==> config.mk <==
export PLATFORM = sky130hd
export DESIGN_NAME = scfp_top
export DESIGN_NICKNAME = d
export VERILOG_FILES = /design/src/scfp_pkg.sv /design/src/scfp_lock_vote.sv /design/src/scfp_top.sv
export SDC_FILE = /design/constraint.sdc
export NUM_CORES = 1
export LEC_CHECK = 0
export BUFFER_PORTS_ARGS = -buffer_cell sky130_fd_sc_hd__buf_2
export CORE_MARGIN = 3
export CORE_UTILIZATION = 35
export CTS_BUF_LIST = sky130_fd_sc_hd__clkbuf_8
export DETAILED_ROUTE_END_ITERATION = 6
export GPL_ROUTABILITY_DRIVEN = 0
export PLACE_DENSITY_LB_ADDON = 0.05
export SYNTH_ARGS = -nofsm -noshare
export SYNTH_HDL_FRONTEND = slang
export SYNTH_SLANG_ARGS = --single-unit
export TNS_END_PERCENT = 20
==> constraint.sdc <==
create_clock -name clk -period 1.8 [get_ports clk]
set_input_delay 0.18 -clock clk [delete_from_list [all_inputs] [get_ports clk]]
set_output_delay 0.18 -clock clk [all_outputs]
set_load 0.005 [all_outputs]
==> src/scfp_pkg.sv <==
/*
 * scfp_pkg: constants for the system configuration and flash protection block.
 * Assumes a 24-bit Avalon-MM byte address and 32-bit data words.
 */
package scfp_pkg;
    // ========================================
    // bus geometry
    localparam int          SCFP_ADDR_W        = 24;             // byte address width
    localparam int          SCFP_DATA_W        = 32;             // bus data width
    // ========================================
    // register byte addresses
    localparam logic [23:0] SCFP_MODULE_CONFIG = 24'hfff910;     // configuration
    localparam logic [23:0] SCFP_MODULE_STATUS = 24'hfff914;     // status, read only
    localparam logic [23:0] SCFP_PROG_WE_LOW   = 24'hfff918;     // program sections 0..15
    localparam logic [23:0] SCFP_PROG_WE_HIGH  = 24'hfff91c;     // program sections 16..31
    localparam logic [23:0] SCFP_DATA_WE       = 24'hfff920;     // data sections 0..15
    // ========================================
    // reset values
    localparam logic [7:0]  SCFP_CONFIG_RST    = 8'h10;          // transceiver enable set
    localparam logic [15:0] SCFP_SECT_WE_RST   = 16'h0000;       // all sections locked
    // ========================================
    // configuration field positions
    localparam int          SCFP_CFG_EXT_IO    = 0;              // ext_io_zone_bus_en
    localparam int          SCFP_CFG_PLL_OE    = 1;              // pll_clock_out_en
    localparam int          SCFP_CFG_MAIN_OE   = 2;              // main_clock_out_en
    localparam int          SCFP_CFG_SLOW_OE   = 3;              // slow_clock_out_en
    localparam int          SCFP_CFG_USB_EN    = 4;              // transceiver enable
    localparam int          SCFP_CFG_MISC_SLEW = 5;              // misc pad slow slew
    localparam int          SCFP_CFG_MEM_SLEW  = 6;              // memory pad slow slew
    localparam logic [7:0]  SCFP_CFG_WMASK     = 8'h7f;          // bit 7 reserved
    // ========================================
    // status field positions
    localparam int          SCFP_ST_ANY_BUSY   = 3;              // flash_any_busy
    localparam int          SCFP_ST_DATA_BUSY  = 4;              // data_flash_busy
    // ========================================
    // flash map
    localparam logic [23:0] SCFP_PROG_BASE     = 24'h000000;     // program flash start
    localparam logic [23:0] SCFP_PROG_LAST     = 24'h03ffff;     // program flash end
    localparam logic [23:0] SCFP_DATA_BASE     = 24'h0e0000;     // data flash start
    localparam logic [23:0] SCFP_DATA_LAST     = 24'h0e1fff;     // data flash end
    localparam logic [23:0] SCFP_BOOT_LIMIT    = 24'h001c00;     // first byte past max boot
    localparam int          SCFP_PROG_SECT_LSB = 13;             // 8K-byte sections
    localparam int          SCFP_DATA_SECT_LSB = 9;              // 512-byte sections
    localparam int          SCFP_LOCK_W        = 3;              // voted lock field width
endpackage : scfp_pkg

==> src/scfp_lock_vote.sv <==
/*
 * scfp_lock_vote: majority vote over one lock field of the protection word.
 * Assumes the field is already latched and stable between resets.
 */
`timescale 1ns/10ps
module scfp_lock_vote #(
    parameter int W = 3
) (
    // latched lock field
    input  wire logic [W-1:0] lock_bits,
    // protection active when most bits are clear
    output      logic         lock_active
);
    // ========================================
    // count of cleared bits
    logic [7:0] zeros;  // wide enough for any sane field

    always_comb begin
        zeros = 8'h00;
        for (int i = 0; i < W; i++) begin
            if (!lock_bits[i]) begin
                zeros = zeros + 8'h01;
            end
        end
    end

    // for W of 3 or more, a single flipped bit cannot change the verdict when all W bits agree
    assign lock_active = (zeros > 8'(W / 2));

endmodule : scfp_lock_vote

==> src/scfp_top.sv <==
/*
 * scfp_top: system configuration, module status and flash write protection.
 * Assumes an Avalon-MM master, flash controllers that report busy levels,
 * and a protection word presented on ports that is valid while rst is high.
 */
// Overview of operation
// - read/write 8-bit configuration register at fff910
// - configuration kept across all power modes
// - bit 0 enables external I/O zone bus
// - bits 1-3 drive clocks onto strap pins
// - bit 4 clear forces transceiver low power
// - bit 5 selects slow slew, misc pads
// - bit 6 slow slew memory pads; 7 reserved
// - read-only 8-bit status at fff914, 7:5 reserved
// - status 2:0 hold straps sampled at reset
// - status bit 3 mirrors program controller busy
// - status bit 4 mirrors data flash busy
// - boot area from zero to clamped end
// - boot area writes always rejected
// - code/data writes need enable, no lock
// - 8K program sections, 512-byte data sections
// - section enables clear at reset
// - write lock active on majority zeros
// - read lock blocks debug reads on majority zeros
// - protection word changes apply after reset
`timescale 1ns/10ps
module scfp_top
    import scfp_pkg::*;
(
    // clock and reset
    input  wire logic                          clk,
    input  wire logic                          rst,
    // avalon-mm slave
    input  wire logic [scfp_pkg::SCFP_ADDR_W-1:0] address,
    input  wire logic                          read,
    input  wire logic                          write,
    input  wire logic [3:0]                    byteenable,
    input  wire logic [scfp_pkg::SCFP_DATA_W-1:0] writedata,
    output      logic [scfp_pkg::SCFP_DATA_W-1:0] readdata,
    output      logic                          waitrequest,
    // strap pins, shared with clock outputs
    input  wire logic [2:0]                    strap_pins_in,
    output      logic [2:0]                    strap_pins_out,
    output      logic [2:0]                    strap_pins_oe,
    // clocks offered to the strap pins
    input  wire logic                          pll_clk_src,
    input  wire logic                          main_clk_src,
    input  wire logic                          slow_clk_src,
    // configuration outputs
    output      logic                          ext_io_zone_bus_en,
    output      logic                          usb_xcvr_active,
    output      logic                          misc_pad_slow_slew,
    output      logic                          mem_pad_slow_slew,
    // transceiver power inputs
    input  wire logic                          usb_ctrl_active,
    input  wire logic                          func_word_usb_en,
    // flash controller busy flags
    input  wire logic                          prog_flash_ctrl_busy,
    input  wire logic                          data_flash_ctrl_busy,
    // protection word, sampled during reset
    input  wire logic [2:0]                    prot_write_lock,
    input  wire logic [2:0]                    prot_read_lock,
    input  wire logic [23:0]                   prot_boot_end,
    // cpu flash access check
    input  wire logic                          fl_req,
    input  wire logic                          fl_wr,
    input  wire logic [23:0]                   fl_addr,
    output      logic                          fl_allow,
    output      logic                          fl_reject,
    // debug and programmer read block
    output      logic                          debug_read_block
);
    import scfp_pkg::*;

    // ========================================
    // bus handshake
    logic        ack_q;        // high in the cycle the request completes
    logic        ack_d;
    logic        req;          // any request present
    logic        wr_take;      // write accepted this edge
    logic [21:0] word_addr;    // word index of the request

    // one wait cycle for every access, keeps decode off the fast path
    assign req         = read | write;
    assign ack_d       = req & ~ack_q;
    assign waitrequest = req & ~ack_q;
    assign wr_take     = write & ack_q;
    assign word_addr   = address[23:2];

    // ack pulses once per request
    always_ff @(posedge clk) begin
        if (rst) begin
            ack_q <= 1'b0;
        end else begin
            ack_q <= ack_d;
        end
    end

    // ========================================
    // address decode
    wire sel_cfg  = (word_addr == SCFP_MODULE_CONFIG[23:2]);
    wire sel_stat = (word_addr == SCFP_MODULE_STATUS[23:2]);
    wire sel_pwl  = (word_addr == SCFP_PROG_WE_LOW[23:2]);
    wire sel_pwh  = (word_addr == SCFP_PROG_WE_HIGH[23:2]);
    wire sel_dwe  = (word_addr == SCFP_DATA_WE[23:2]);

    // ========================================
    // configuration register
    logic [7:0] cfg_q;  // module_config
    logic [7:0] cfg_d;

    // only reset and a bus write change it; no power mode touches it
    assign cfg_d = (wr_take && sel_cfg && byteenable[0]) ? (writedata[7:0] & SCFP_CFG_WMASK) : cfg_q;

    always_ff @(posedge clk) begin
        if (rst) begin
            cfg_q <= SCFP_CONFIG_RST;
        end else begin
            cfg_q <= cfg_d;
        end
    end

    // ========================================
    // configuration effects
    assign ext_io_zone_bus_en = cfg_q[SCFP_CFG_EXT_IO];
    // clocks pass straight through; a flop here would halve them
    assign strap_pins_out     = {slow_clk_src, main_clk_src, pll_clk_src};
    assign strap_pins_oe      = {cfg_q[SCFP_CFG_SLOW_OE], cfg_q[SCFP_CFG_MAIN_OE], cfg_q[SCFP_CFG_PLL_OE]};
    // clear bit overrides controller and function word
    assign usb_xcvr_active    = cfg_q[SCFP_CFG_USB_EN] & usb_ctrl_active & func_word_usb_en;
    assign misc_pad_slow_slew = cfg_q[SCFP_CFG_MISC_SLEW];
    assign mem_pad_slow_slew  = cfg_q[SCFP_CFG_MEM_SLEW];

    // ========================================
    // strap capture
    logic [2:0] strap_state_q;  // levels seen during reset

    // sampled every reset cycle, frozen once reset is released
    always_ff @(posedge clk) begin
        if (rst) begin
            strap_state_q <= strap_pins_in;
        end
    end

    // ========================================
    // status word
    logic [7:0] status;  // module_status
    assign status = {3'b000, data_flash_ctrl_busy, prog_flash_ctrl_busy, strap_state_q};

    // ========================================
    // section write enables
    logic [15:0] pwl_q;  // prog_section_we_low
    logic [15:0] pwh_q;  // prog_section_we_high
    logic [15:0] dwe_q;  // data_section_we
    logic [15:0] pwl_d;
    logic [15:0] pwh_d;
    logic [15:0] dwe_d;
    logic [15:0] be_mask;  // byte lanes 0 and 1

    assign be_mask = {{8{byteenable[1]}}, {8{byteenable[0]}}};
    assign pwl_d   = (wr_take && sel_pwl) ? ((writedata[15:0] & be_mask) | (pwl_q & ~be_mask)) : pwl_q;
    assign pwh_d   = (wr_take && sel_pwh) ? ((writedata[15:0] & be_mask) | (pwh_q & ~be_mask)) : pwh_q;
    assign dwe_d   = (wr_take && sel_dwe) ? ((writedata[15:0] & be_mask) | (dwe_q & ~be_mask)) : dwe_q;

    // all sections locked out of reset
    always_ff @(posedge clk) begin
        if (rst) begin
            pwl_q <= SCFP_SECT_WE_RST;
            pwh_q <= SCFP_SECT_WE_RST;
            dwe_q <= SCFP_SECT_WE_RST;
        end else begin
            pwl_q <= pwl_d;
            pwh_q <= pwh_d;
            dwe_q <= dwe_d;
        end
    end

    // ========================================
    // read data
    logic [31:0] rdata_q;  // held for the answer cycle
    logic [31:0] rdata_d;
    logic [7:0]  rsel;

    // unmapped addresses read as zero
    assign rsel    = sel_cfg  ? cfg_q  :
                     sel_stat ? status : 8'h00;
    assign rdata_d = (sel_pwl) ? {16'h0000, pwl_q} :
                     (sel_pwh) ? {16'h0000, pwh_q} :
                     (sel_dwe) ? {16'h0000, dwe_q} : {24'h000000, rsel};

    // loaded at the edge that raises ack, so it stands when waitrequest drops
    always_ff @(posedge clk) begin
        if (rst) begin
            rdata_q <= 32'h00000000;
        end else if (read && !ack_q) begin
            rdata_q <= rdata_d;
        end
    end
    assign readdata = rdata_q;

    // ========================================
    // protection word latch
    logic [2:0]  wlock_q;     // write lock field
    logic [2:0]  rlock_q;     // read lock field
    logic [23:0] boot_lim_q;  // first byte of the code area

    // later writes to the stored word wait for the next reset
    always_ff @(posedge clk) begin
        if (rst) begin
            wlock_q    <= prot_write_lock;
            rlock_q    <= prot_read_lock;
            boot_lim_q <= (prot_boot_end > SCFP_BOOT_LIMIT) ? SCFP_BOOT_LIMIT : prot_boot_end;
        end
    end

    // ========================================
    // global locks
    logic glob_wlock;  // write protection active
    logic glob_rlock;  // read protection active

    scfp_lock_vote #(.W(SCFP_LOCK_W)) u_wvote (
        .lock_bits   (wlock_q),
        .lock_active (glob_wlock)
    );

    scfp_lock_vote #(.W(SCFP_LOCK_W)) u_rvote (
        .lock_bits   (rlock_q),
        .lock_active (glob_rlock)
    );

    // cpu reads are never gated by this
    assign debug_read_block = glob_rlock;

    // ========================================
    // access check
    wire        in_prog  = (fl_addr <= SCFP_PROG_LAST);
    wire        in_data  = (fl_addr >= SCFP_DATA_BASE) && (fl_addr <= SCFP_DATA_LAST);
    wire        in_boot  = in_prog && (fl_addr < boot_lim_q);
    wire [4:0]  psect    = fl_addr[17:SCFP_PROG_SECT_LSB];
    wire [3:0]  dsect    = fl_addr[12:SCFP_DATA_SECT_LSB];
    wire [31:0] pwe_all  = {pwh_q, pwl_q};
    wire        sect_ok  = in_prog ? pwe_all[psect] : (in_data ? dwe_q[dsect] : 1'b0);
    // boot area refusal outranks enables and locks
    wire        wr_ok    = !in_boot && sect_ok && !glob_wlock;
    wire        ok       = fl_wr ? wr_ok : (in_prog || in_data);

    logic allow_q;   // one-cycle verdict pulses
    logic reject_q;

    // verdict one cycle after the request
    always_ff @(posedge clk) begin
        if (rst) begin
            allow_q  <= 1'b0;
            reject_q <= 1'b0;
        end else begin
            allow_q  <= fl_req & ok;
            reject_q <= fl_req & ~ok;
        end
    end
    assign fl_allow  = allow_q;
    assign fl_reject = reject_q;
endmodule : scfp_top

==> results of run 1 <==
-- path summary, 6_finish.rpt --
kind / startpoint / endpoint / slack [ps]
max: boot_lim_q[22]$_SDFFCE_PN0P_ / fl_reject$_SDFF_PP0_ / -200
min: writedata[8] / flip-flop / 60
max reg2reg: boot_lim_q[22]$_SDFFCE_PN0P_ / fl_reject$_SDFF_PP0_ / -200
min reg2reg: readdata[14]$_SDFFE_PP0P_ / readdata[14]$_SDFFE_PP0P_ / 450
-- per-stage QoR --
step	area (um2)	setup TNS, ps
after floorplan	5748	-66.60
final	7332	-276.1
after CTS	7317	-268.8
after global routing	7332	-574.2
after detailed placement	6980	-5629
after global placement	6980	-5412
-- layout by cell type (no fill, tap or decap), types with 6 or more instances in the layout --
cell,count
a21oi_1,71
a221o_1,9
and2_1,13
buf_2,132
buf_4,68
clkbuf_8,9
conb_1,27
dfxtp_1,74
dlygate4sd3_1,9
edfxtp_1,33
ha_1,24
inv_1,30
mux2i_1,8
mux4_2,10
nand2_1,99
nand3_1,28
nand4_1,7
nor2_1,33
nor2b_1,6
nor3_1,16
nor4_1,7
o21ai_0,14
or3_1,6
-- worst max-delay path: stages (launching register included) --
cell	delay, ps
edfxtp_1	350
inv_2	50
ha_4	260
nand4_1	130
nor3_2	170
nand3_1	110
o31a_1	300
a311o_1	290
a31o_2	230
-- power by group through the flow --
stage | Sequential [mW] | Clock [mW] | Combinational [mW]
floorplan | 2.64 | 0 | 0.320
global placement | 2.65 | 0 | 0.613
detailed placement | 2.65 | 0 | 0.625
CTS | 2.60 | 1.68 | 0.656
global route | 2.61 | 1.77 | 0.739
finish | 2.59 | 1.63 | 0.658
-- cells by family (layout without fill, tap and decap cells) --
family,after synthesis,after routing
adder cells (fa/ha/maj),27,27
AND/OR/NAND/NOR,246,246
other,1,27
flip-flops,107,107
buffers and inverters,79,261
AO/OA/AOI/OAI,127,127
multiplexers,22,22
-- cells in the mapped netlist, types with 13 or more instances --
| cell | n |
|---|---|
| edfxtp_1 | 33 |
| dfxtp_1 | 74 |
| ha_1 | 27 |
| a21oi_1 | 71 |
| nor2_1 | 33 |
| nand2_1 | 100 |
| o21ai_0 | 15 |
| inv_1 | 30 |
| buf_4 | 25 |
| and2_1 | 13 |
| nor3_1 | 17 |
| nand3_1 | 28 |
| clkbuf_1 | 14 |
-- repair_timing --
item	4_1_cts	5_1_grt
endpoints found under the setup margin	2	2
gates resized for setup	7	2
pin swaps	3	1
hold endpoints to repair	9	0
hold buffers	9	0
-- metal layers --
layer	vias up	track usage	share of wire
met1	2446	0.2493	0.45
met5	-	0	0
met3	18	0.04221	0.057
li1	2553	-	-
met4	0	0.04792	0.016
met2	154	0.3214	0.48
-- cell type report --
type / count / area share
Clock buffer: 9 / 0.01689
Inverter: 31 / 0.01587
Sequential cell: 107 / 0.3372
Clock inverter: 7 / 0.01177
Timing Repair Buffer: 214 / 0.1857
Tap cell: 211 / 0.03601
Multi-Input combinational cell: 449 / 0.3966
==> parameters.txt, run 1 <==
Parameter                              Value

Status
  Outcome    complete, but fails checks
  Violated checks    setup timing

Layout
  Seq. cell area    2472 um2
  Final core utilization    0.4735
  Number of inserted filler cells in the final layout    1511
  Ant. Diodes    0
  Final nets    969
  Multi-input gate area    2908 um2
  Layout cell share with drive strength beyond 1    0.3182
  Post-route non-filler standard cell count    1028
  Synth-to-layout area growth    29.88%

STA
  Unrepaired setup endpoints after global routing    true
  Achievable clock frequency    0.5002 GHz
  Final Max Slew Viols    0
  Worst hold margin    55.95 ps
  Headroom to the max-slew limit    0.6651
  Transition time at the pin with the least slew margin    497.8 ps
  Worst clock skew    13.91 ps
  Count of final setup violators    2
  Number of endpoints with negative hold slack in the final report    0
  Shortest clock period the worst path allows after layout    1999 ps
  Post-route clock period utilization    1.111
  Least setup slack across all paths after layout    -199.0 ps

Routing
  Post-detailed-route via-to-cell ratio    5.030
  Number of DRC violations after detailed-routing iteration 0    323
  Post-DR wirelength/cell    16.35 um
  Total via count in the routed design    5171
  Remaining number of nets flagged by the antenna check after routing    0
  Remaining routing DRC violations    0
  DRT Wirelength    16810 um
  Number of iterations in the first detailed-routing pass    5

Synthesis
  Top_reg_cell synth    dfxtp_1
  Top-area cell type share of the netlist area    0.2624
  Simple-Gate Fraction of Synth Area    0.2219
  Sequential element share of the synthesized area    0.4379
  Post-synth EDFFs    33
  Largest family of logic cells by synthesized area    simple AND/OR/NAND/NOR gates
  Fraction of the mapped netlist area in compound gates    0.1423
  Yosys top cell by area    dfxtp_1
  Mux share of post-synthesis cell area    0.06206
  Syn Std Cell Area    5645 um2
  Parity-gate share of the synthesized area counting xor and xnor cells    0
  Synthesized area divided by synthesized cell count    9.270 um2
  Distinct cell type count after synthesis    58
  Adder-Cell Fraction of Synth Area    0.05984
  Cells after synthesis    609
  Fraction of synthesis flops using an asynchronous set or reset pin    0
  Flip-flop and latch count after synthesis    107
  Warning count from the yosys run    0
  Area contributors post-synth    dfxtp_1 26%, edfxtp_1 18%, nand2_1 6.6%

Power and ir drop
  Sw Pwr    1.226 mW
  Tot Pwr    4.879 mW
  Worst-case vdd ir drop    0.0005393 V
  P per Cell Area    665.5 nW/um2
  Net switching fraction of the power    0.2513
  Leakage dissipation    3.126 nW
  Logic pwr share    0.135
  Power share of the clock group    0.333
  Sequential power share    0.532
  Cell-internal power    3.653 mW

Placement
  Total instance count after detailed placement    1003
  Final HPWL from detailed placement    13390 um
  Worst slack at placement    -260.2 ps
  Port Buffer Count    133

Global routing
  Wire length of the first global-routing pass    26790 um
  Remaining Overflow, GRT    0
  Overall global routing resource usage    0.1909
  Maximum number of pins on one net before global-route repair    36
  Via count of the first global-routing pass    5196
  Antenna violations before repair    0

Die
  Die Wd    133 um
  Top Ports    176
  Total number of placement rows    45
  DIE AREA    17690 um2
  Height of the chip    133 um
  Initial standard-cell utilization of the core    0.3646
  Core Box Area    15480 um2

Clocking
  Post-CTS Repair Setup Buffers    0
  Number of buffers added by the clock tree synthesis step    9
  Clk pin slew, worst setup/hold paths    100 ps
  Insertion delay of the later-clocked pin in the worst-skew pair    390 ps
  Cell chosen for the clock root    clkbuf_8
  Clock tree from TritonCTS    built
  Clock Path Buffers    2
  Clock sink count    107
  Number of levels the H-tree was split into    3

Setup path
  Maximum net fanout on the critical path    2
  Capturing element type of the critical path    flip-flop
  Critical Path Start Type    flip-flop
  Worst R2R Path Depth    8
  CP Data Arrival Time    2280 ps
  Worst EP required    2080 ps
  Startpoint-to-endpoint class of the critical path    flip-flop to flip-flop

Hold path
  Worst min-delay path class    input port to flip-flop
  Hold depth    3

Job
  # Max-Cap Violations    0
Power figures use the tool's default switching activity.
==> run 2, diff against run 1 <==
CTS_BUF_LIST = sky130_fd_sc_hd__clkbuf_4 sky130_fd_sc_hd__clkbuf_8 sky130_fd_sc_hd__clkbuf_16   (was sky130_fd_sc_hd__clkbuf_8)
==> run 2 against run 1 <==
  * Die area unchanged
  * Via count up 0.14%
  * Core utilization up 0.67 points
  * Worst setup slack about the same
  * Global-route usage about the same
  * Non-clock buffer count unchanged
  * Critical path depth unchanged
  * Sequential share of layout area down 0.47 points
  * Clock skew down 6.4 ps
  * The run still ends with setup timing left
  * Highest routed layer unchanged
  * Combinational power about the same
  * Hold slack better by 42 ps
  * Maximum frequency about the same
==> parameters.txt, run 2 (synthesis gave the netlist of run 1 again) <==
Parameter                              Value

Status
  Outcome    complete, but fails checks
  Violated checks    setup timing

Global routing
  Remaining Overflow, GRT    0
  Maximum number of pins on one net before global-route repair    36
  Wire length of the first global-routing pass    26800 um
  Via count of the first global-routing pass    5221
  Overall global routing resource usage    0.1908
  Antenna violations before repair    0

STA
  Count of final setup violators    2
  Post-route clock period utilization    1.111
  Achievable clock frequency    0.5001 GHz
  Worst clock skew    7.499 ps
  Transition time at the pin with the least slew margin    499.4 ps
  Number of endpoints with negative hold slack in the final report    0
  Shortest clock period the worst path allows after layout    1999 ps
  Headroom to the max-slew limit    0.6640
  Unrepaired setup endpoints after global routing    true
  Least setup slack across all paths after layout    -199.5 ps
  Final Max Slew Viols    0

Setup path
  Worst flop-to-flop path startpoint    boot_lim_q[22]$_SDFFCE_PN0P_
  CP Data Arrival Time    2240 ps
  Register-to-register setup slack    -200 ps
  Startpoint-to-endpoint class of the critical path    flip-flop to flip-flop
  Critical Path Start Type    flip-flop
  Worst R2R Path Depth    8
  Worst EP required    2040 ps
  Reg2reg end    fl_reject$_SDFF_PP0_
  Maximum net fanout on the critical path    2
  Worst setup startpoint    boot_lim_q[22]$_SDFFCE_PN0P_
  Capturing element type of the critical path    flip-flop

Power and ir drop
  Tot Pwr    5.355 mW
  P per Cell Area    720.2 nW/um2
  Worst-case vdd ir drop    0.0004694 V
  Leakage dissipation    3.169 nW

Placement
  Final HPWL from detailed placement    13390 um
  Port Buffer Count    133
  Total instance count after detailed placement    1003
  Worst slack at placement    -260.2 ps

Layout
  Final nets    969
  Final core utilization    0.4802
  Ant. Diodes    0
  Synth-to-layout area growth    31.72%
  Post-route non-filler standard cell count    1028
  Layout cell share with drive strength beyond 1    0.3207
  Commonest cells after routing, fill and taps aside    132 x buf_2, 99 x nand2_1, 74 x dfxtp_1
  Most frequent standard cell in the layout excluding fill and tap cells    buf_2

Routing
  Post-DR wirelength/cell    16.40 um
  Number of DRC violations after detailed-routing iteration 0    298
  Post-detailed-route via-to-cell ratio    5.037
  Total via count in the routed design    5178
  Remaining number of nets flagged by the antenna check after routing    0
  Remaining routing DRC violations    0
  DRT Wirelength    16860 um
  Number of iterations in the first detailed-routing pass    7

Die
  Total number of placement rows    45
  DIE AREA    17690 um2
  Core Box Area    15480 um2
  Initial standard-cell utilization of the core    0.3646
  Top Ports    176
  Die Wd    133 um
  Height of the chip    133 um

Hold path
  Hold depth    3
  Hold Crit Start    writedata[8]
  Worst min-delay path class    input port to flip-flop

Job
  # Max-Cap Violations    0

Clocking
  Clock sink count    107
  Number of buffers added by the clock tree synthesis step    9
  Clock tree from TritonCTS    built
  Number of levels the H-tree was split into    3
  Post-CTS Repair Setup Buffers    0
  Clock Path Buffers    2
  Clk pin slew, worst setup/hold paths    70 ps
  Insertion delay of the later-clocked pin in the worst-skew pair    350 ps
  Cell chosen for the clock root    clkbuf_16
## run 2: cell count changes in the layout (fill, tap and decap cells not counted)
cell,delta
clkbuf_4,+2
clkbuf_8,-9
inv_1,-2
clkbuf_16,+10
bufinv_16,-1
## run 2: final cells by class
cell class | instances | area [um2]
Tap cell | 211 | 264.0
Sequential cell | 107 | 2472
Multi-Input combinational cell | 449 | 2908
Timing Repair Buffer | 214 | 1361
Clock buffer | 12 | 265.3
Fill cell | 1497 | 8048
Clock inverter | 4 | 48.80
Inverter | 31 | 116.4
## run 2: report_power, final
group	total (mW)	leakage [nW]	switching, mW	internal [mW]
clock network	2.10	0.159	0.906	1.20
registers	2.59	0.920	0.0319	2.56
logic	0.659	2.09	0.343	0.316
## run 2: timing repair
action                                  4_1_cts  5_1_grt
hold endpoints to repair                      9        0
pin swaps                                     2        1
resized for setup                             7        2
hold buffers                                  9        0
endpoints found under the setup margin        2        2
## run 2: stage by stage
step / TNS [ps] / area (um2) / hold WS [ps]
3_3_place_gp: -5412 / 6980 / 358.5
6_report: -276.6 / 7436 / 97.92
3_5_place_dp: -5629 / 6980 / 358.3
2_1_floorplan: -66.60 / 5748 / 278.9
5_1_grt: -566.5 / 7436 / 93.70
4_1_cts: -272.3 / 7421 / 90.62
## run 2: metal layers
layer  global-route usage  wire, um  vias up
li1                     -         -     2552
met1               0.2491      7586     2445
met2               0.3228      8151      164
met3              0.04259       887       17
met4              0.04388       233        0
met5                    0         0        -
## run 2: critical path, cell delays in order, from the launching register on
cell and delay (ps):
edfxtp_1 340, inv_2 50, ha_4 260, nand4_1 130, nor3_2 170, nand3_1 110
o31a_1 300, a311o_1 290, a31o_2 240
## run 2: how the worst max path moves through the flow
stage,to,slack (ps),cells past startpoint
3_3_place_gp,fl_reject$_SDFF_PP0_,-240,8
5_1_grt,fl_reject$_SDFF_PP0_,-320,8
3_5_place_dp,fl_reject$_SDFF_PP0_,-260,8
2_1_floorplan,cfg_q[4]$_SDFFE_PP1P_,-30,6
4_1_cts,fl_reject$_SDFF_PP0_,-190,8
6_report,fl_reject$_SDFF_PP0_,-200,8
==> run 3, diff against run 2 <==
CORE_MARGIN = 2   (was 3)
SYNTH_HIERARCHICAL = 1   (was unset)
clock period = 1.61 ns   (was 1.8 ns; I/O delays follow)
==> run 3 against run 2 <==
  * The run still ends with setup timing left
  * First-iteration DRC count shrank 14%
  * Critical path type unchanged
  * Synthesized cell count shrank 5.7%
  * Global-route usage grew 0.26 points
==> parameters.txt, run 3 <==
Parameter                              Value

Setup path
  CP Data Arrival Time    2060 ps
  Biggest cell delay along the critical path    400 ps
  Crit-path cells    inv_2 -> ha_4 -> o21ai_2 -> o21ai_2 -> nor4bb_2 -> nand4_1 -> a21o_1 -> and3b_1
  Critical Path Start Type    flip-flop
  Startpoint-to-endpoint class of the critical path    flip-flop to flip-flop
  Maximum net fanout on the critical path    2
  Capturing element type of the critical path    flip-flop
  CP bufs+invs    1
  Kind of cell with the highest combined delay on the critical path    simple AND/OR/NAND/NOR gates
  Crit-path slowest cell    edfxtp_1
  Top cell by count, worst path    o21ai_2
  Worst EP required    1860 ps

Clocking
  Clock tree from TritonCTS    built
  Clock Path Buffers    2
  Clk pin slew, worst setup/hold paths    80 ps
  Number of buffers added by the clock tree synthesis step    9
  Insertion delay of the later-clocked pin in the worst-skew pair    360 ps
  Cell chosen for the clock root    clkbuf_16
  Clock sink count    107
  Number of levels the H-tree was split into    3

STA
  Achievable clock frequency    0.5534 GHz
  Unrepaired setup endpoints after global routing    true
  Worst clock skew    11.60 ps
  Least setup slack across all paths after layout    -196.9 ps
  Setup TNS    -1316 ps
  Number of endpoints with negative hold slack in the final report    0
  Post-route clock period utilization    1.122
  Final Max Slew Viols    0
  Count of final setup violators    22
  Shortest clock period the worst path allows after layout    1807 ps

Layout
  Commonest cells after routing, fill and taps aside    130 x buf_2, 83 x buf_4, 74 x dfxtp_1
  Most frequent standard cell in the layout excluding fill and tap cells    buf_2
  Ant. Diodes    0
  Final nets    948
  Synth-to-layout area growth    34.77%
  Number of inserted filler cells in the final layout    1555
  Post-route non-filler standard cell count    1012
  Layout Cell Area excl Fill    7566 um2
  Layout cell share with drive strength beyond 1    0.3580

Power and ir drop
  Sequential power share    0.503
  Sw Pwr    1.458 mW
  Leakage dissipation    3.443 nW
  Logic pwr share    0.135
  P per Cell Area    761.9 nW/um2
  Tot Pwr    5.764 mW
  Net switching fraction of the power    0.2529
  Worst-case vdd ir drop    0.0005104 V
  Power share of the clock group    0.362
  Cell-internal power    4.307 mW

Synthesis
  Sequential element share of the synthesized area    0.4404
  Synthesized area divided by synthesized cell count    9.781 um2
  Area contributors post-synth    dfxtp_1 26%, edfxtp_1 18%, mux2i_1 8.9%
  Cell with the most instances after synthesis    dfxtp_1
  Post-synth EDFFs    33
  Fraction of synthesis flops using an asynchronous set or reset pin    0
  Flip-flop and latch count after synthesis    107
  Most frequent cells after synthesis    74 x dfxtp_1, 62 x nor2_1, 52 x nand2_1
  Distinct cell type count after synthesis    54
  Syn Std Cell Area    5614 um2
  Top_reg_cell synth    dfxtp_1
  Cells after synthesis    574
  Yosys top cell by area    dfxtp_1
  Warning count from the yosys run    6
  Top-area cell type share of the netlist area    0.2639

Hold path
  Worst min-delay path class    input port to flip-flop

Placement
  Post-DP Area    7036 um2
  Port Buffer Count    133
  Worst slack at placement    -408.9 ps
  Final HPWL from detailed placement    12210 um
  Total instance count after detailed placement    982

Routing
  Number of DRC violations after detailed-routing iteration 0    256
  DRT Wirelength    15970 um
  Remaining number of nets flagged by the antenna check after routing    0
  Remaining routing DRC violations    0
  Number of iterations in the first detailed-routing pass    6
  Post-detailed-route via-to-cell ratio    4.898
  Total via count in the routed design    4957
  Post-DR wirelength/cell    15.78 um

Global routing
  Wire length of the first global-routing pass    25060 um
  Antenna violations before repair    0
  Via count of the first global-routing pass    4870
  Overall global routing resource usage    0.1934
  Maximum number of pins on one net before global-route repair    34
  Remaining Overflow, GRT    0

Die
  Height of the chip    130.7 um
  Die Wd    130.7 um
  Initial standard-cell utilization of the core    0.3560
  DIE AREA    17070 um2
  Total number of placement rows    46
  Core Box Area    15770 um2
  Top Ports    176

Job
  # Max-Cap Violations    0

Status
  Outcome    complete, but fails checks
  Violated checks    setup timing
==> run 3: cell types whose count changed in the layout (fill, tap and decap cells not counted), sizes merged, moves of 11 or more <==
| cell | before | now |
|---|---|---|
| nand2 | 101 | 52 |
| buf | 205 | 220 |
| a221o | 11 | 0 |
| nor2 | 33 | 62 |
| mux2i | 8 | 50 |
| nand3 | 28 | 6 |
| a21oi | 71 | 32 |
==> run 3: kinds of logic (layout without fill, tap and decap cells) <==
group	count (synthesis)	count (layout)	share of synthesized area
fa+ha+maj	27	27	0.06017
flops	107	107	0.4404
simple gates	193	193	0.1779
compound gates	100	100	0.1143
buf+inv	83	279	0.07332
mux	63	63	0.1333
other cells	1	27	0.0006680
==> run 3: area by class of cell <==
type                       instances  area (um2)  area share
clock inverter                     6       40.04    0.005292
clock buffer                      10       232.7     0.03076
tap                              216       270.3     0.03572
inverter                          34       127.6     0.01687
sequential                       107        2472      0.3268
multi-input combinational        410        2954      0.3904
timing repair buffer             229        1469      0.1941
==> run 3: routing by layer <==
layer	routed length, um	global-route usage	vias up	share of wire
met5	0	0	-	0
met1	7235	0.2665	2362	0.45
met3	816	0.02484	18	0.051
met2	7644	0.3177	144	0.48
met4	276	0.06070	0	0.017
li1	-	-	2433	-
==> run 3: worst min-delay path, delay by kind of cell <==
kind | cells | cell delay, ps
buf+inv | 1 | 110
compound gates | 1 | 50
simple gates | 1 | 50
==> run 3: final timing paths <==
kind / from / endpoint / slack, ps / depth (start not counted)
setup / recovery: wlock_q[0]$_DFFE_PP_ / fl_reject$_SDFF_PP0_ / -200 / 8
hold reg to reg: readdata[5]$_SDFFE_PP0P_ / readdata[5]$_SDFFE_PP0P_ / 460 / 2
setup reg to reg: wlock_q[0]$_DFFE_PP_ / fl_reject$_SDFF_PP0_ / -200 / 8
hold / removal: writedata[13] / flip-flop / 70 / 3
==> run 3: stage by stage <==
step / util / hold WS, ps
6_report: 0.4798 / 66.94
5_1_grt: 0.4798 / 79.61
4_1_cts: 0.4709 / 58.76
3_5_place_dp: 0.4461 / 322.1
3_3_place_gp: 0.4461 / 322.1
2_1_floorplan: - / 259.9
==> run 3: repair_timing <==
item / 4_1_cts / 5_1_grt
hold buffers: 9 / 0
endpoints found under the hold margin: 9 / 0
endpoints found under the setup margin: 14 / 41
resized for setup: 4 / 25
pin swaps: 5 / 18
setup buffers: 1 / 4
==> run 3: power by group through the flow <==
stage               Clock (mW)  Combinational, mW  Sequential (mW)
floorplan                    0              0.363             2.95
global placement             0              0.704             2.96
detailed placement           0              0.721             2.96
CTS                       2.14              0.753             2.90
global route              2.25              0.880             2.91
finish                    2.08              0.781             2.90
